===== src/temp_monitor_defs.svh =====
// register map, reset values, field positions and timing figures of the monitor
// assumes a 100 MHz mclk; long counts are turned into top-level parameters
// Summary of operation
// normal mode converts back to back, 240 ms
// each result lands in temperature register
// first conversion after power-up takes 6 ms
// defaults trip critical at 147, limit 64
// conversion timing internal, serial clock only transfers
// results compared with critical, high, low limits
// alarm polarity and mode set by config
// code 01 runs one conversion then shuts down
// host waits 240 ms before one-shot read
// rewriting one-shot code starts a fresh conversion
// code 10 converts 60 ms, idles 940 ms
// interrupt mode: any read releases both alarms
// one-shot comparator: mode write releases limit alarm
// one-shot comparator: mode write releases critical alarm
// code 11 shuts down, code 00 resumes
// leaving shutdown waits 1 ms then converts; the code waits only when code 00 is written, codes 01 and 10 convert at once
// last result stays readable during shutdown
// alarms need queued count of consecutive faults
// a clean result zeroes the fault counter
// 13-bit format, low three bits are flags
// config bit 7 selects 16-bit format
// host reads temperature as two bytes
// fault queue codes 00..11 mean one..four
// config bit 4 zero selects interrupt behaviour
// 13-bit compares ignore the three flag bits
`ifndef TEMP_MONITOR_DEFS_SVH
`define TEMP_MONITOR_DEFS_SVH

`define ADDR_STATUS 3'h0
`define ADDR_CONFIG 3'h1
`define ADDR_TEMP 3'h2
`define ADDR_IDENT 3'h3
`define ADDR_CRIT 3'h4
`define ADDR_HYST 3'h5
`define ADDR_HIGH 3'h6
`define ADDR_LOW 3'h7

`define RST_STATUS 8'h80
`define RST_CONFIG 8'h00
`define RST_TEMP 16'h0000
`define RST_CRIT 16'h4980
`define RST_HYST 8'h05
`define RST_HIGH 16'h2000
`define RST_LOW 16'h0500
// arbitrary identification value
`define IDENT_VALUE 8'hA5

`define CFG_QUEUE_LSB 0
`define CFG_QUEUE_MSB 1
`define CFG_CT_POL 2
`define CFG_INT_POL 3
`define CFG_CMP_MODE 4
`define CFG_MODE_LSB 5
`define CFG_MODE_MSB 6
`define CFG_RES16 7

`define MCLK_HZ 100000000
`define CYC_PER_MS (`MCLK_HZ / 1000)
`define CONV_MS 240
`define FAST_MS 6
`define SPS_CONV_MS 60
`define SPS_REST_MS 940
`define WAKE_MS 1

`endif


===== src/temp_monitor_pkg.sv =====
// types shared by the monitor and its serial port engine
// assumes nothing beyond the defs header
package temp_monitor_pkg;
	typedef enum logic [1:0] {
		MODE_NORMAL = 2'b00,
		MODE_ONESHOT = 2'b01,
		MODE_SPS = 2'b10,
		MODE_SHUTDOWN = 2'b11
	} op_mode_t;

	typedef enum logic [1:0] {
		ST_SHUT = 2'b00,
		ST_WAKE = 2'b01,
		ST_CONV = 2'b10,
		ST_REST = 2'b11
	} seq_state_t;
endpackage


===== src/serial_port_engine.sv =====
// serial port shifter: command byte then 8 or 16 data bits, msb first
// assumes sclk idles high, din sampled on rising, dout changed on falling edge
module serial_port_engine (
	// clock and reset
	input wire logic mclk,
	input wire logic rst_sync_n,
	// pins
	input wire logic sclk,
	input wire logic cs_n,
	input wire logic din,
	output logic dout,
	output logic dout_oe,
	// register side
	input wire logic wide,
	input wire logic [15:0] rd_word,
	output logic [2:0] addr,
	output logic is_rd,
	output logic cmd_stb,
	output logic wr_stb,
	output logic [15:0] wr_data
);
	import temp_monitor_pkg::*;

	logic [2:0] s1_q;
	logic [2:0] s2_q;
	logic sclk_d_q;
	logic [15:0] rx_q;
	logic [15:0] tx_q;
	logic [3:0] cnt_q;
	logic data_ph_q;
	logic load_q;
	logic rise;
	logic fall;
	logic [15:0] rx_d;

	// pin inputs pass two flops; only s2 feeds logic
	always_ff @(posedge mclk or negedge rst_sync_n)
	begin
		if (!rst_sync_n)
		begin
			s1_q <= 3'h7;
			s2_q <= 3'h7;
			sclk_d_q <= 1'b1;
		end
		else
		begin
			s1_q <= {sclk, cs_n, din};
			s2_q <= s1_q;
			sclk_d_q <= s2_q[2];
		end
	end

	assign rise = s2_q[2] & ~sclk_d_q;
	assign fall = ~s2_q[2] & sclk_d_q;
	assign rx_d = {rx_q[14:0], s2_q[0]};

	always_ff @(posedge mclk or negedge rst_sync_n)
	begin
		if (!rst_sync_n)
		begin
			rx_q <= 16'h0000;
			cnt_q <= 4'h0;
			data_ph_q <= 1'b0;
			addr <= 3'h0;
			is_rd <= 1'b0;
			cmd_stb <= 1'b0;
			wr_stb <= 1'b0;
			wr_data <= 16'h0000;
		end
		else
		begin
			cmd_stb <= 1'b0;
			wr_stb <= 1'b0;
			if (s2_q[1])
			begin
				cnt_q <= 4'h0;
				data_ph_q <= 1'b0;
			end
			else if (rise)
			begin
				rx_q <= rx_d;
				cnt_q <= cnt_q + 4'h1;
				if (!data_ph_q && cnt_q == 4'h7)
				begin
					addr <= rx_d[5:3];
					is_rd <= rx_d[6];
					cmd_stb <= 1'b1;
					data_ph_q <= 1'b1;
					cnt_q <= 4'h0;
				end
				else if (data_ph_q && cnt_q == (wide ? 4'hF : 4'h7))
				begin
					cnt_q <= 4'h0;
					wr_stb <= ~is_rd;
					wr_data <= rx_d;
				end
			end
		end
	end

	// read word loads one cycle after the command, long before the next falling edge
	always_ff @(posedge mclk or negedge rst_sync_n)
	begin
		if (!rst_sync_n)
		begin
			load_q <= 1'b0;
			tx_q <= 16'h0000;
			dout <= 1'b0;
			dout_oe <= 1'b0;
		end
		else
		begin
			load_q <= cmd_stb & is_rd;
			dout_oe <= ~s2_q[1];
			if (load_q)
				tx_q <= rd_word;
			else if (fall && data_ph_q && is_rd && !s2_q[1])
			begin
				dout <= tx_q[15];
				tx_q <= {tx_q[14:0], 1'b0};
			end
		end
	end
endmodule


===== src/temp_conversion_limit_monitor.sv =====
// conversion sequencer, result register, limit compare, fault queue and alarm pins
// assumes sensor_code is a settled converter word on mclk; alarm pins are open drain
`include "temp_monitor_defs.svh"

module temp_conversion_limit_monitor #(
	parameter int unsigned CONV_CYC = `CONV_MS * `CYC_PER_MS,
	parameter int unsigned FAST_CYC = `FAST_MS * `CYC_PER_MS,
	parameter int unsigned SPS_CONV_CYC = `SPS_CONV_MS * `CYC_PER_MS,
	parameter int unsigned SPS_REST_CYC = `SPS_REST_MS * `CYC_PER_MS,
	parameter int unsigned WAKE_CYC = `WAKE_MS * `CYC_PER_MS
) (
	// clock and reset
	input wire logic mclk,
	input wire logic rst_n,
	// serial port pins
	input wire logic sclk,
	input wire logic cs_n,
	input wire logic din,
	output logic dout,
	output logic dout_oe,
	// converter
	input wire logic [15:0] sensor_code,
	output logic conv_busy,
	// alarm pins, open drain
	output logic ct_o,
	output logic ct_oe,
	output logic int_o,
	output logic int_oe
);
	import temp_monitor_pkg::*;

	logic rst_s1_q;
	logic rst_sync_n;

	logic [7:0] cfg_q;
	logic [7:0] hyst_q;
	logic [15:0] crit_q;
	logic [15:0] high_q;
	logic [15:0] low_q;
	logic [15:0] temp_q;
	logic rdy_n_q;
	logic flag_crit_q;
	logic flag_high_q;
	logic flag_low_q;
	logic crit_act_q;
	logic lim_act_q;
	logic [2:0] fcnt_q;

	seq_state_t st_q;
	logic [31:0] tmr_q;
	logic [31:0] len_q;
	logic first_q;

	logic [2:0] addr;
	logic is_rd;
	logic cmd_stb;
	logic wr_stb;
	logic [15:0] wr_data;
	logic wide;
	logic [15:0] rd_word;

	logic rd_stb;
	logic cfg_wr;
	op_mode_t cur_mode;
	op_mode_t new_mode;
	logic done;
	logic [15:0] mask;
	logic [15:0] code;
	logic [16:0] code_x;
	logic [16:0] last_x;
	logic [16:0] crit_x;
	logic [16:0] high_x;
	logic [16:0] low_x;
	logic [16:0] hyst_x;
	logic over_crit;
	logic over_high;
	logic under_low;
	logic fault;
	logic trip;
	logic new_crit_ok;
	logic new_high_ok;
	logic new_low_ok;
	logic last_crit_ok;
	logic last_lim_ok;
	logic oneshot_cmp_wr;

	// reset release through two flops
	always_ff @(posedge mclk or negedge rst_n)
	begin
		if (!rst_n)
		begin
			rst_s1_q <= 1'b0;
			rst_sync_n <= 1'b0;
		end
		else
		begin
			rst_s1_q <= 1'b1;
			rst_sync_n <= rst_s1_q;
		end
	end

	serial_port_engine u_port (
		.mclk(mclk),
		.rst_sync_n(rst_sync_n),
		.sclk(sclk),
		.cs_n(cs_n),
		.din(din),
		.dout(dout),
		.dout_oe(dout_oe),
		.wide(wide),
		.rd_word(rd_word),
		.addr(addr),
		.is_rd(is_rd),
		.cmd_stb(cmd_stb),
		.wr_stb(wr_stb),
		.wr_data(wr_data)
	);

	assign wide = (addr == `ADDR_TEMP) || (addr == `ADDR_CRIT) ||
		(addr == `ADDR_HIGH) || (addr == `ADDR_LOW);
	assign rd_stb = cmd_stb & is_rd;
	assign cfg_wr = wr_stb && (addr == `ADDR_CONFIG);
	assign cur_mode = op_mode_t'(cfg_q[`CFG_MODE_MSB:`CFG_MODE_LSB]);
	assign new_mode = op_mode_t'(wr_data[`CFG_MODE_MSB:`CFG_MODE_LSB]);

	// read mux, 8-bit registers left aligned in the shift word
	always_comb
	begin
		rd_word = 16'h0000;
		unique case (addr)
			`ADDR_STATUS: rd_word = {rdy_n_q, flag_crit_q, flag_high_q, flag_low_q, 12'h000};
			`ADDR_CONFIG: rd_word = {cfg_q, 8'h00};
			`ADDR_TEMP: rd_word = cfg_q[`CFG_RES16] ? temp_q :
				{temp_q[15:3], flag_crit_q, flag_high_q, flag_low_q};
			`ADDR_IDENT: rd_word = {`IDENT_VALUE, 8'h00};
			`ADDR_CRIT: rd_word = crit_q;
			`ADDR_HYST: rd_word = {hyst_q, 8'h00};
			`ADDR_HIGH: rd_word = high_q;
			`ADDR_LOW: rd_word = low_q;
		endcase
	end

	// writable registers
	always_ff @(posedge mclk or negedge rst_sync_n)
	begin
		if (!rst_sync_n)
		begin
			cfg_q <= `RST_CONFIG;
			hyst_q <= `RST_HYST;
			crit_q <= `RST_CRIT;
			high_q <= `RST_HIGH;
			low_q <= `RST_LOW;
		end
		else if (wr_stb)
		begin
			unique case (addr)
				`ADDR_CONFIG: cfg_q <= wr_data[7:0];
				`ADDR_HYST: hyst_q <= wr_data[7:0];
				`ADDR_CRIT: crit_q <= wr_data;
				`ADDR_HIGH: high_q <= wr_data;
				`ADDR_LOW: low_q <= wr_data;
				default: ;
			endcase
		end
	end

	// conversion sequencer on the internal clock only
	assign done = (st_q == ST_CONV) && (tmr_q == len_q - 32'd1) && !cfg_wr;

	always_ff @(posedge mclk or negedge rst_sync_n)
	begin
		if (!rst_sync_n)
		begin
			st_q <= ST_CONV;
			tmr_q <= 32'd0;
			len_q <= 32'(FAST_CYC);
			first_q <= 1'b1;
		end
		else if (cfg_wr)
		begin
			tmr_q <= 32'd0;
			unique case (new_mode)
				MODE_SHUTDOWN: st_q <= ST_SHUT;
				MODE_ONESHOT:
				begin
					st_q <= ST_CONV;
					len_q <= 32'(CONV_CYC);
				end
				MODE_SPS:
					if (cur_mode != MODE_SPS || st_q == ST_SHUT)
					begin
						st_q <= ST_CONV;
						len_q <= 32'(SPS_CONV_CYC);
					end
					else
						tmr_q <= tmr_q;
				MODE_NORMAL:
					if (st_q == ST_SHUT)
						st_q <= ST_WAKE;
					else if (cur_mode != MODE_NORMAL && st_q == ST_REST)
					begin
						st_q <= ST_CONV;
						len_q <= 32'(CONV_CYC);
					end
					else
						tmr_q <= tmr_q;
			endcase
		end
		else
		begin
			tmr_q <= tmr_q + 32'd1;
			unique case (st_q)
				ST_SHUT: tmr_q <= 32'd0;
				ST_WAKE:
					if (tmr_q == 32'(WAKE_CYC) - 32'd1)
					begin
						st_q <= ST_CONV;
						len_q <= 32'(CONV_CYC);
						tmr_q <= 32'd0;
					end
				ST_CONV:
					if (done)
					begin
						first_q <= 1'b0;
						tmr_q <= 32'd0;
						unique case (cur_mode)
							MODE_NORMAL: len_q <= 32'(CONV_CYC);
							MODE_ONESHOT: st_q <= ST_SHUT;
							MODE_SPS: st_q <= ST_REST;
							MODE_SHUTDOWN: st_q <= ST_SHUT;
						endcase
					end
				ST_REST:
					if (tmr_q == 32'(SPS_REST_CYC) - 32'd1)
					begin
						st_q <= ST_CONV;
						len_q <= 32'(SPS_CONV_CYC);
						tmr_q <= 32'd0;
					end
			endcase
		end
	end

	// compare in 16-bit scale; 13-bit drops the flag bits
	assign mask = cfg_q[`CFG_RES16] ? 16'hFFFF : 16'hFFF8;
	assign code = sensor_code & mask;
	assign code_x = {code[15], code};
	assign last_x = {temp_q[15], temp_q};
	assign crit_x = {crit_q[15], crit_q & mask};
	assign high_x = {high_q[15], high_q & mask};
	assign low_x = {low_q[15], low_q & mask};
	// hysteresis counts whole degrees: 128 codes each
	assign hyst_x = {6'h00, hyst_q[3:0], 7'h00};

	assign over_crit = $signed(code_x) > $signed(crit_x);
	assign over_high = $signed(code_x) > $signed(high_x);
	assign under_low = $signed(code_x) < $signed(low_x);
	assign fault = over_crit | over_high | under_low;
	assign trip = fault && (fcnt_q >= {1'b0, cfg_q[`CFG_QUEUE_MSB:`CFG_QUEUE_LSB]});

	assign new_crit_ok = $signed(code_x) < $signed(crit_x - hyst_x);
	assign new_high_ok = $signed(code_x) < $signed(high_x - hyst_x);
	assign new_low_ok = $signed(code_x) > $signed(low_x + hyst_x);
	assign last_crit_ok = $signed(last_x) < $signed(crit_x - hyst_x);
	assign last_lim_ok = ($signed(last_x) < $signed(high_x - hyst_x)) &&
		($signed(last_x) > $signed(low_x + hyst_x));
	assign oneshot_cmp_wr = cfg_wr && cfg_q[`CFG_CMP_MODE] && cur_mode == MODE_ONESHOT;

	// result register, held through shutdown
	always_ff @(posedge mclk or negedge rst_sync_n)
	begin
		if (!rst_sync_n)
			temp_q <= `RST_TEMP;
		else if (done)
			temp_q <= code;
	end

	// consecutive fault counter, saturates at four
	always_ff @(posedge mclk or negedge rst_sync_n)
	begin
		if (!rst_sync_n)
			fcnt_q <= 3'h0;
		else if (done)
		begin
			if (!fault)
				fcnt_q <= 3'h0;
			else if (fcnt_q != 3'h4)
				fcnt_q <= fcnt_q + 3'h1;
		end
	end

	// ready flag: conversion end wins over a same-cycle release
	always_ff @(posedge mclk or negedge rst_sync_n)
	begin
		if (!rst_sync_n)
			rdy_n_q <= 1'(`RST_STATUS >> 7);
		else if (done)
			rdy_n_q <= 1'b0;
		else if ((rd_stb && addr == `ADDR_TEMP) ||
			(cfg_wr && (cur_mode == MODE_ONESHOT || cur_mode == MODE_SPS)))
			rdy_n_q <= 1'b1;
	end

	// status flags: set on a tripping result, cleared by status read or hysteresis
	always_ff @(posedge mclk or negedge rst_sync_n)
	begin
		if (!rst_sync_n)
		begin
			flag_crit_q <= 1'b0;
			flag_high_q <= 1'b0;
			flag_low_q <= 1'b0;
		end
		else
		begin
			if (done && trip && over_crit)
				flag_crit_q <= 1'b1;
			else if ((rd_stb && addr == `ADDR_STATUS) || (done && new_crit_ok))
				flag_crit_q <= 1'b0;
			if (done && trip && over_high)
				flag_high_q <= 1'b1;
			else if ((rd_stb && addr == `ADDR_STATUS) || (done && new_high_ok))
				flag_high_q <= 1'b0;
			if (done && trip && under_low)
				flag_low_q <= 1'b1;
			else if ((rd_stb && addr == `ADDR_STATUS) || (done && new_low_ok))
				flag_low_q <= 1'b0;
		end
	end

	// alarm state; a trip in the same cycle beats any release
	always_ff @(posedge mclk or negedge rst_sync_n)
	begin
		if (!rst_sync_n)
		begin
			crit_act_q <= 1'b0;
			lim_act_q <= 1'b0;
		end
		else if (cfg_q[`CFG_CMP_MODE])
		begin
			if (done && trip && over_crit)
				crit_act_q <= 1'b1;
			else if ((done && new_crit_ok) || (oneshot_cmp_wr && last_crit_ok))
				crit_act_q <= 1'b0;
			if (done && trip && (over_high || under_low))
				lim_act_q <= 1'b1;
			else if ((done && new_high_ok && new_low_ok) || (oneshot_cmp_wr && last_lim_ok))
				lim_act_q <= 1'b0;
		end
		else
		begin
			if (done && trip && over_crit)
				crit_act_q <= 1'b1;
			else if (rd_stb)
				crit_act_q <= 1'b0;
			if (done && trip && (over_high || under_low))
				lim_act_q <= 1'b1;
			else if (rd_stb)
				lim_act_q <= 1'b0;
		end
	end

	// open drain: pull low when the wanted level is low; active-high relies on the pull-up
	always_ff @(posedge mclk or negedge rst_sync_n)
	begin
		if (!rst_sync_n)
		begin
			ct_o <= 1'b0;
			ct_oe <= 1'b0;
			int_o <= 1'b0;
			int_oe <= 1'b0;
			conv_busy <= 1'b0;
		end
		else
		begin
			ct_o <= 1'b0;
			int_o <= 1'b0;
			ct_oe <= crit_act_q ^ cfg_q[`CFG_CT_POL];
			int_oe <= lim_act_q ^ cfg_q[`CFG_INT_POL];
			conv_busy <= (st_q == ST_CONV);
		end
	end
endmodule


===== config.mk =====
export PLATFORM = sky130hd
export DESIGN_NAME = temp_conversion_limit_monitor
export DESIGN_NICKNAME = d
export VERILOG_FILES = /design/src/temp_monitor_pkg.sv /design/src/serial_port_engine.sv /design/src/temp_conversion_limit_monitor.sv
export VERILOG_INCLUDE_DIRS = /design/src /design/src/src
export SDC_FILE = /design/constraint.sdc
export NUM_CORES = 1
export LEC_CHECK = 0
export ABC_CLOCK_PERIOD_IN_PS = 7700
export BUFFER_PORTS_ARGS = -buffer_cell sky130_fd_sc_hd__buf_2
export CAP_MARGIN = 40
export CELL_PAD_IN_SITES_DETAIL_PLACEMENT = 2
export CELL_PAD_IN_SITES_GLOBAL_PLACEMENT = 2
export CORE_MARGIN = 3
export CORE_UTILIZATION = 30
export DETAILED_ROUTE_END_ITERATION = 10
export PLACE_DENSITY = 0.67
export REMOVE_ABC_BUFFERS = 1
export SETUP_SLACK_MARGIN = 0.1
export SYNTH_ARGS = -nofsm -noshare
export SYNTH_HDL_FRONTEND = slang
export SYNTH_SLANG_ARGS = --single-unit

===== constraint.sdc =====
create_clock -name mclk -period 7.7 [get_ports mclk]
set_clock_uncertainty 0.1 [all_clocks]
set_input_delay 0.385 -clock mclk [delete_from_list [all_inputs] [get_ports mclk]]
set_output_delay 0.385 -clock mclk [all_outputs]
set_load 0.02 [all_outputs]

Word level (Yosys, flattened, before mapping) --
Index checks and enable logic that the tools add are counted.
Word-level totals: input bits 21, bits in registers 228, word-level logic and storage cells 248, output and inout bits 7
Cells by class: order comparisons 10, add/subtract/negate cells 7, bitwise logic cells 17, multiplexer cells 68, reduce and logical (&&, ||, !) cells 74, equal/unequal tests 36
Operator list (count):
- 32-bit two-way mux | 15
- 32-bit case mux with 3 select lines | 2
- 16-bit case mux with 8 select lines | 1
- 32-bit case mux with 4 select lines | 1
- 16-bit by 17-bit less-than comparator with 1-bit output | 5
- 16-bit by 17-bit greater-than comparator with 1-bit output | 4
- 16-bit AND | 4
- 32-bit case mux with 2 select lines | 1
- 17-bit by 11-bit subtractor with 17-bit output | 2
- 32-bit by 1-bit adder with 32-bit output (second input constant) | 1
- 32-bit by 17-bit equality test with 1-bit output (second input constant) | 1
- 32-bit by 27-bit equality test with 1-bit output (second input constant) | 1
- 32-bit equality test | 1
- 16-bit two-way mux | 2
- 32-bit by 1-bit subtractor with 32-bit output (second input constant) | 1
- 1-bit logical AND | 27
- 1-bit two-way mux | 27
- 2-bit AND reduction | 12
- 4-bit two-way mux | 5
- 3-bit != test (second input constant) | 6
- 17-bit by 11-bit adder with 17-bit output | 1
- 2-bit nonzero test | 8
- 2-bit two-way mux | 7
- 2-bit equality test (second input constant) | 6
- 34 further kinds | 71

Depth between registers and ports, before layout --
Gate-level depths: netlist (run 1).
word-level depth 11, mapped depth 17, mapped depth without buffers 17

Hierarchy --
Synthesis (run 1) repeated with hierarchy kept, for this count alone.
Second synthesis, totals: cells, all modules 1454, area, all modules 13699.4 um^2
Modules (own cells, without submodules):
- temp_conversion_limit_monitor | times used 1, seq. area each 3370.7 um^2, cells each 1275, area each 11024.3 um^2
- serial_port_engine | times used 1, seq. area each 1710.4 um^2, cells each 179, area each 2675.1 um^2

Worst setup path after synthesis (run 1) --
OpenSTA, ideal clock, no wires.
kind register to register, start reg hyst_q[0], end reg crit_act_q, arrival time 3.213 ns, path buffers 0, stages on the path, launching flop included 17, path slack 4.259 ns, period minus slack after synthesis 3.441 ns, data required time 7.472 ns, path through dfstp_2 -> ha_1 -> inv_1 -> fa_1 -> a21oi_1 -> nor2b_1 -> or3_1 -> and2_1 -> ha_1 -> a21oi_1 -> o21ai_0 -> a2111oi_0 -> o31ai_1 -> a31oi_1 -> o21ai_0 -> a31oi_1 -> o21ai_0
On the way: word-level cells in the longest chain between the ends 6, elaborated cells between the ends (all ways) 8
Ends and longest elaborated chain:
- from (decl) | RTL line temp_conversion_limit_monitor.sv:36 | logic [7:0] hyst_q;
- from (signal assigned) | RTL line temp_conversion_limit_monitor.sv:149 | hyst_q <= `RST_HYST;
- from (signal assigned) | RTL line temp_conversion_limit_monitor.sv:158 | `ADDR_HYST: hyst_q <= wr_data[7:0];
- 17-bit by 11-bit subtractor with 17-bit output (*) | RTL line temp_conversion_limit_monitor.sv:261, temp_conversion_limit_monitor.sv:264
- 16-bit by 17-bit less-than comparator with 1-bit output (on tied branches) | RTL line temp_conversion_limit_monitor.sv:261, temp_conversion_limit_monitor.sv:264
- 1-bit logical AND | RTL line temp_conversion_limit_monitor.sv:342 | else if ((done && new_crit_ok) || (oneshot_cmp_wr && last_crit_ok))
- 1-bit logical OR (*) | RTL line temp_conversion_limit_monitor.sv:342
- 3-bit by 1-bit != test with 1-bit output (no line) (*)
- 2-bit AND reduction (no line) (*)
- to (signal assigned) | RTL line temp_conversion_limit_monitor.sv:341 | crit_act_q <= 1'b1;
- to (signal assigned) | RTL line temp_conversion_limit_monitor.sv:343 | crit_act_q <= 1'b0;
- to (signal assigned) | RTL line temp_conversion_limit_monitor.sv:352 | crit_act_q <= 1'b1;
- to (decl) | RTL line temp_conversion_limit_monitor.sv:45 | logic crit_act_q;
Every way passes the cells marked *; elsewhere a longest branch is shown, timed or not. A chain may end at the register's enable or synchronous reset.

Worst setup path after layout (run 1) --
start reg hyst_q[1], end reg crit_act_q
The elaborated chain is that of the path after synthesis.

==> results of run 1 <==
==> per-layer routing <==
metal | global-route usage [%] | vias up | wire length (microns) | share of wire, %
met2 | 36.6 | 176 | 23500 | 49
met1 | 25.8 | 5672 | 20800 | 43
met5 | 0 | - | 0 | 0
met3 | 2.54 | 80 | 1720 | 3.6
met4 | 6.98 | 0 | 1900 | 4.0
li1 | - | 5113 | - | -
==> flip-flops by register name, summed over array words and instances (netlist names), 3 cells and up <==
signal	count
u_port.s1_q	3
u_port.s2_q	3
temp_q	16
low_q	16
u_port.cnt_q	4
hyst_q	8
len_q	6
crit_q	16
u_port.tx_q	16
high_q	16
u_port.addr	3
tmr_q	32
fcnt_q	3
u_port.rx_q	15
cfg_q	8
u_port.wr_data	16
==> synthesized netlist by cell type, drive strengths merged, types with 7 or more instances <==
cell type	instances
nand2	187
dfrtp	181
ha	145
o21ai	125
mux2	80
inv	79
a21oi	63
nor2	55
nand3	46
clkbuf	42
mux2i	33
a21o	26
xnor2	26
nand4	24
nand2b	22
dfstp	21
nor3	21
and3	18
nor2b	18
buf	15
a31oi	13
and2	13
a211oi	12
nor4	11
o31ai	11
o211ai	10
xor2	10
a221oi	9
o22ai	8
o21a	7
or3	7
==> final cells by class <==
cell class | instances | area, sq um
timing repair buffer | 46 | 330
clock buffer | 40 | 753
fill | 4803 | 28400
tap | 585 | 732
antenna | 1 | 2.50
inverter | 79 | 297
sequential | 202 | 5080
multi-input combinational | 1075 | 7700
clock inverter | 8 | 119
==> worst max path at each step <==
stage | endpoint | startpoint | slack, ns
after global routing | crit_act_q | hyst_q[0] | 3.25
after floorplan | cfg_q[0] | rst_sync_n | 1.59
final | crit_act_q | hyst_q[1] | 3.50
after CTS | crit_act_q | hyst_q[1] | 3.51
after detailed placement | crit_act_q | hyst_q[1] | 3.55
after global placement | lim_act_q | hyst_q[0] | 3.65
==> repair_timing <==
action,in CTS,in global routing
hold buffers,8,0
endpoints found under the hold margin,9,0
gates resized for setup,0,0
setup buffers,0,0
endpoints found under the setup margin,0,0
==> worst max-delay path: stages (launching register included) <==
cell,delay (ns)
dfrtp_1,0.42
inv_1,0.26
ha_1,0.29
a21o_1,0.18
a21o_1,0.20
a211oi_1,0.68
a21oi_1,0.27
ha_1,0.40
nand4_1,0.10
nor2_1,0.23
o211ai_1,0.13
o21ai_0,0.32
mux2i_1,0.28
a31oi_1,0.10
o21ai_0,0.17
==> power by group <==
part	internal (W)	switching [W]
Combinational	0.0000522	0.0000751
Sequential	0.00109	0.0000310
Clock	0.000743	0.000506
Total	0.00188	0.000612
==> per-stage QoR <==
stage | worst slack (ns) | utilization, % | instances | instance area, sq um | hold WS (ns)
after floorplan | 1.59 | - | 1356 | 13100 | -0.0106
after global placement | 3.65 | 32.3 | 1977 | 14000 | 0.0721
after detailed placement | 3.55 | 32.4 | 1979 | 14100 | 0.0747
after CTS | 3.51 | 34.5 | 2035 | 15000 | 0.00996
after global routing | 3.25 | 34.5 | 2035 | 15000 | 0.0351
final | 3.50 | 34.6 | 2036 | 15000 | 0.0293
==> cells by family (layout without fill, tap and decap cells) <==
| family | Yosys count | after routing |
|---|---|---|
| buf+inv | 136 | 173 |
| flops | 202 | 202 |
| xor+xnor | 37 | 37 |
| compound gates | 331 | 331 |
| other cells | 2 | 4 |
| simple gates | 439 | 439 |
| fa+ha+maj | 150 | 150 |
| mux | 115 | 115 |
==> run summary, run 1 <==
CTS
-------------------------------------------------------------------------------------------
Number of buffers inserted during clock tree synthesis                                   26
CTS tree                                                                               done
Clock transition at path regs                                                       0.06 ns
Max H-tree Level                                                                          1
CTS sink cnt                                                                            202
Clock Path Buffers                                                                        3
CTS Root Buffer Type                                                              clkbuf_16
Skew-Pair Late Insertion Delay                                                      0.57 ns

SYNTHESIS
-------------------------------------------------------------------------------------------
Simple logic cell fraction of the synthesized area                                    15.8%
Most used DFF post-synth                                                            dfrtp_1
Post-synthesis cell type count                                                           78
XOR/XNOR share of the synthesized area                                                2.54%
Compound-Gate Fraction of Synth Area                                                  15.6%
Fraction of registers with async set/reset                                             100%
Largest cells by area after synthesis                                          dfrtp_1 (34%), ha_1 (14%), mux2_2 (6.5%)
Sequential element share of the synthesized area                                      38.2%
Number of synthesis warnings                                                              0
Post-synth EDFFs                                                                          0
Combined area of all synthesized cells                                         13,300 sq um
Syn avg cell area                                                                9.43 sq um
Post-synthesis cell type with the largest combined area                             dfrtp_1
Synthesized instance count                                                            1,412
Adder-cell area share of the yosys netlist                                            14.2%
Main combinational cell family by area after synthesis                         simple AND/OR/NAND/NOR gates
Share of synthesized area spent on multiplexers                                       9.59%
Seq cells post-synth                                                                    202
Top cell type's share of synthesized area                                             34.0%

GLOBAL ROUTING
-------------------------------------------------------------------------------------------
Largest net degree at the start of global routing                                       154
Global-route wire length before repair                                              75.1 mm
All-Layer GR Usage                                                                    20.6%
Congestion Overflow GR                                                                    0
Number of antenna violations at the first check in global routing                         1
Number of global-route vias before repair                                            12,300

FLOORPLAN
-------------------------------------------------------------------------------------------
Die area                                                                       46,900 sq um
Die boundary height                                                             217 microns
Std-Cell Core Area                                                             43,500 sq um
Die boundary width                                                              217 microns
Rows                                                                                     76
Top-level I/O count                                                                      28
Effective utilization at floorplan                                                    30.6%

SETUP PATH
-------------------------------------------------------------------------------------------
Startpoint of the worst register-to-register path                                 hyst_q[1]
R2R Setup Slk                                                                       3.50 ns
Critical Path Fanout Max                                                                  5
Worst EP arrival                                                                    4.58 ns
Terminus of the critical flop-to-flop path                                       crit_act_q
Number of cells on the worst reg-to-reg path                                             14
Kind of start point of the critical path                                               flop
Required @ worst endpoint                                                           8.08 ns
Startpoint-to-endpoint class of the critical path                                   reg2reg
CP endpoint kind                                                                       flop

FINISH
-------------------------------------------------------------------------------------------
Leading cell types in the layout, fill and taps excluded                       nand2_1 (185), dfrtp_1 (180), ha_1 (145), o21ai_0 (102), inv_1 (79)
Net count reported at finish                                                          1,599
Commonest non-fill, non-tap cell in the layout                                      nand2_1
Synthesis-to-layout area growth                                                       12.8%
Fraction of layout instances using a drive strength above 1                           13.2%

PLACEMENT
-------------------------------------------------------------------------------------------
Routability congestion estimate                                                       0.894
IO buf count                                                                             25
Dpl hpwl                                                                            36.2 mm

ROUTE
-------------------------------------------------------------------------------------------
Avg WL per Cell                                                                23.5 microns
DRC violations left                                                                       0
Detailed-route wire length                                                          47.9 mm
Antenna Violating Nets Remaining                                                          0
Drt first pass iters                                                                      5
Total number of vias                                                                 11,000
Number of design-rule violations left by the first detailed-router iteration            422
Per-cell via count in the routed design                                                5.42

TIMING
-------------------------------------------------------------------------------------------
Worst slew margin relative to its limit                                               38.0%
Max-slew violations                                                                       0
Final total negative setup slack                                                       0 ns
RSZ-0062 raised after global routing                                                     no
Slew of the pin with the lowest slew margin                                        0.930 ns
Min Tclk post-route                                                                 4.20 ns
Endpoints failing hold                                                                    0
F_max                                                                             0.238 GHz
Post-route fraction of the period consumed by the critical path                       54.6%
Finish-stage setup viols                                                                  0

POWER AND IR DROP
-------------------------------------------------------------------------------------------
Peak supply drop                                                                 0.000148 V
Leak                                                                                6.60 nW
Power per standard cell area                                                    166 nW/um^2
Design Power                                                                      0.00250 W

RUN
-------------------------------------------------------------------------------------------
Max Cap Viol                                                                              0

RUN STATUS
-------------------------------------------------------------------------------------------
Result of the run                                                              finished clean

MIN PATH
-------------------------------------------------------------------------------------------
Min-Delay Path Class                                                               in2async

Note: power is estimated with default switching activity, not from simulation.
==> run 2, diff against run 1 <==
--- a/config.mk
+++ b/config.mk
@@ -6,7 +6,7 @@
 export SDC_FILE = /design/constraint.sdc
 export NUM_CORES = 1
 export LEC_CHECK = 0
-export ABC_CLOCK_PERIOD_IN_PS = 7700
+export ABC_CLOCK_PERIOD_IN_PS = 3900
 export BUFFER_PORTS_ARGS = -buffer_cell sky130_fd_sc_hd__buf_2
 export CAP_MARGIN = 40
 export CELL_PAD_IN_SITES_DETAIL_PLACEMENT = 2
==> constraint.sdc (replaced) <==
create_clock -name mclk -period 3.9 [get_ports mclk]
set_clock_uncertainty 0.1 [all_clocks]
set_input_delay 0.195 -clock mclk [delete_from_list [all_inputs] [get_ports mclk]]
set_output_delay 0.195 -clock mclk [all_outputs]
set_load 0.02 [all_outputs]
==> run summary, run 2 (synthesis results as in run 1) <==
TIMING
-------------------------------------------------------------------------------------------
Post-route fraction of the period consumed by the critical path                       93.5%
Post-Route Hold Slack                                                              0.103 ns
Endpoints failing hold                                                                    0
F_max                                                                             0.274 GHz
Worst slew margin relative to its limit                                               46.9%
Slew of the pin with the lowest slew margin                                        0.788 ns
Max-slew violations                                                                       0
Final total negative setup slack                                                       0 ns
Finish-stage setup viols                                                                  0
RSZ-0062 raised after global routing                                                    yes
Min Tclk post-route                                                                 3.65 ns

POWER AND IR DROP
-------------------------------------------------------------------------------------------
Power per standard cell area                                                    322 nW/um^2
Design Power                                                                      0.00494 W
Leak                                                                                6.76 nW
Peak supply drop                                                                 0.000292 V

SETUP PATH
-------------------------------------------------------------------------------------------
Longest individual stage delay on the worst path                                    0.57 ns
Startpoint of the worst register-to-register path                                 hyst_q[0]
CP endpoint kind                                                                       flop
Critical path buffers and inverters                                                       1
Startpoint-to-endpoint class of the critical path                                   reg2reg
Critical Path Fanout Max                                                                  4
R2R Setup Slk                                                                       0.25 ns
Worst EP arrival                                                                    3.98 ns
Number of cells on the worst reg-to-reg path                                             16
Kind of start point of the critical path                                               flop
CP max stage cell                                                                   dfstp_2
Critical-path cell list                                                        ha_1 -> inv_1 -> fa_2 -> a21oi_1 -> nor2b_1 -> or3_4 -> and2_1 -> ha_4 -> a21oi_2 -> o21ai_1 -> a2111oi_2 -> o31ai_1 -> a31oi_1 -> o21ai_1 -> a31oi_1 -> o21ai_0
Terminus of the critical flop-to-flop path                                       crit_act_q
Launching instance or port of the critical path                                   hyst_q[0]
Required @ worst endpoint                                                           4.23 ns
Crit path max-delay family                                                     compound AO/OA/AOI/OAI gates

MIN PATH
-------------------------------------------------------------------------------------------
Hold Path End                                                                     temp_q[1]
WHS Path Cells                                                                            3
Start point of the worst min-delay path                                        sensor_code[1]
Min-Delay Path Class                                                                 in2reg

FLOORPLAN
-------------------------------------------------------------------------------------------
Top-level I/O count                                                                      28
Std-Cell Core Area                                                             43,500 sq um
Effective utilization at floorplan                                                    30.6%
Die boundary width                                                              217 microns
Rows                                                                                     76
Die boundary height                                                             217 microns
Die area                                                                       46,900 sq um

CTS
-------------------------------------------------------------------------------------------
Number of buffers inserted during clock tree synthesis                                   25
CTS tree                                                                               done
Clock transition at path regs                                                       0.06 ns
CTS Root Buffer Type                                                              clkbuf_16
Skew-Pair Late Insertion Delay                                                      0.56 ns
CTS sink cnt                                                                            202
Clock Path Buffers                                                                        3
Max H-tree Level                                                                          1

FINISH
-------------------------------------------------------------------------------------------
Net count reported at finish                                                          1,626
Number of inserted diodes                                                                 0
Commonest non-fill, non-tap cell in the layout                                      nand2_1
Post-route insts no fill                                                              2,061
Largest register FFs                                                                     32
Reg with most FFs                                                                     tmr_q
# fillers                                                                             4,798
Synthesis-to-layout area growth                                                       15.4%
Fraction of layout instances using a drive strength above 1                           15.5%
Leading cell types in the layout, fill and taps excluded                       nand2_1 (184), dfrtp_1 (180), ha_1 (144), o21ai_0 (99), inv_1 (78)

GLOBAL ROUTING
-------------------------------------------------------------------------------------------
Global-route wire length before repair                                              75.1 mm
Congestion Overflow GR                                                                    0
Largest net degree at the start of global routing                                        82
Number of antenna violations at the first check in global routing                         1
Number of global-route vias before repair                                            12,300
All-Layer GR Usage                                                                    20.6%

ROUTE
-------------------------------------------------------------------------------------------
Per-cell via count in the routed design                                                5.45
Antenna Violating Nets Remaining                                                          0
Total number of vias                                                                 11,200
Avg WL per Cell                                                                23.5 microns
Drt first pass iters                                                                      5
Number of design-rule violations left by the first detailed-router iteration            412
DRC violations left                                                                       0
Detailed-route wire length                                                          48.4 mm

RUN STATUS
-------------------------------------------------------------------------------------------
Result of the run                                                              finished clean

PLACEMENT
-------------------------------------------------------------------------------------------
IO buf count                                                                             25
Routability congestion estimate                                                       0.889
Dpl hpwl                                                                            36.7 mm
Placed cell count                                                                     1,995

RUN
-------------------------------------------------------------------------------------------
Max Cap Viol                                                                              0

==> run 2: cell types whose count changed in the layout (fill, tap and decap cells not counted), moves of 2 or more <==
| cell | before | now |
|---|---|---|
| buf_4 | 10 | 26 |
| clkbuf_1 | 9 | 4 |
| xnor2_2 | 0 | 2 |
| o21ai_1 | 23 | 26 |
| buf_12 | 1 | 3 |
| o21ai_0 | 102 | 99 |
| a21oi_1 | 63 | 60 |
| dlygate4sd3_1 | 8 | 19 |
| clkinv_2 | 4 | 7 |
| xnor2_1 | 26 | 24 |
| a21oi_2 | 0 | 3 |
==> run 2: power breakdown <==
part	total (W)	internal [W]	switching, W
clock	0.00247	0.00148	0.000989
sequential	0.00221	0.00215	0.0000592
combinational	0.000266	0.000117	0.000149
total	0.00494	0.00375	0.00120
==> run 2: worst max path at each step <==
stage	endpoint	slack (ns)	cells after the start
2_1_floorplan	cfg_q[0]	-2.21	0
3_3_place_gp	crit_act_q	0.13	16
3_5_place_dp	crit_act_q	-0.0004	16
4_1_cts	crit_act_q	0.12	16
5_1_grt	crit_act_q	0.04	16
6_report	crit_act_q	0.25	16
==> run 2: final cells by class <==
cell class,count,area [sq um],area share (%)
well taps,585,732,4.77
repair buffers,74,586,3.81
clock inverters,12,154,1.00
clock buffers,34,709,4.62
inverters,79,299,1.95
multi-input cells,1075,7790,50.7
flip-flops and latches,202,5080,33.1
==> run 2: worst min-delay path, cell delays in order <==
cell    delay (ns)
buf_2         0.08
and2_1        0.25
mux2_2        0.20
==> run 2: what timing repair did <==
action,in CTS,in global routing
hold buffers,19,0
gates resized for setup,1,22
setup buffers,1,0
endpoints found under the hold margin,19,0
pin swaps,3,6
endpoints found under the setup margin,1,5
==> run 2: metrics by stage <==
stage	instance area [sq um]	util [%]	setup WS, ns
floorplan	13100	-	-2.21
global placement	14200	32.6	0.125
detailed placement	14200	32.7	-0.000412
CTS	15300	35.1	0.116
global route	15400	35.3	0.0447
finish	15400	35.3	0.254
==> run 2: routing by layer <==
metal | wire length, microns | vias to the layer above | GRT usage (%)
met5 | 12 | - | 0
met4 | 1680 | 2 | 6.46
li1 | - | 5170 | -
met1 | 21100 | 5839 | 26.0
met2 | 24400 | 145 | 36.8
met3 | 1270 | 76 | 2.34
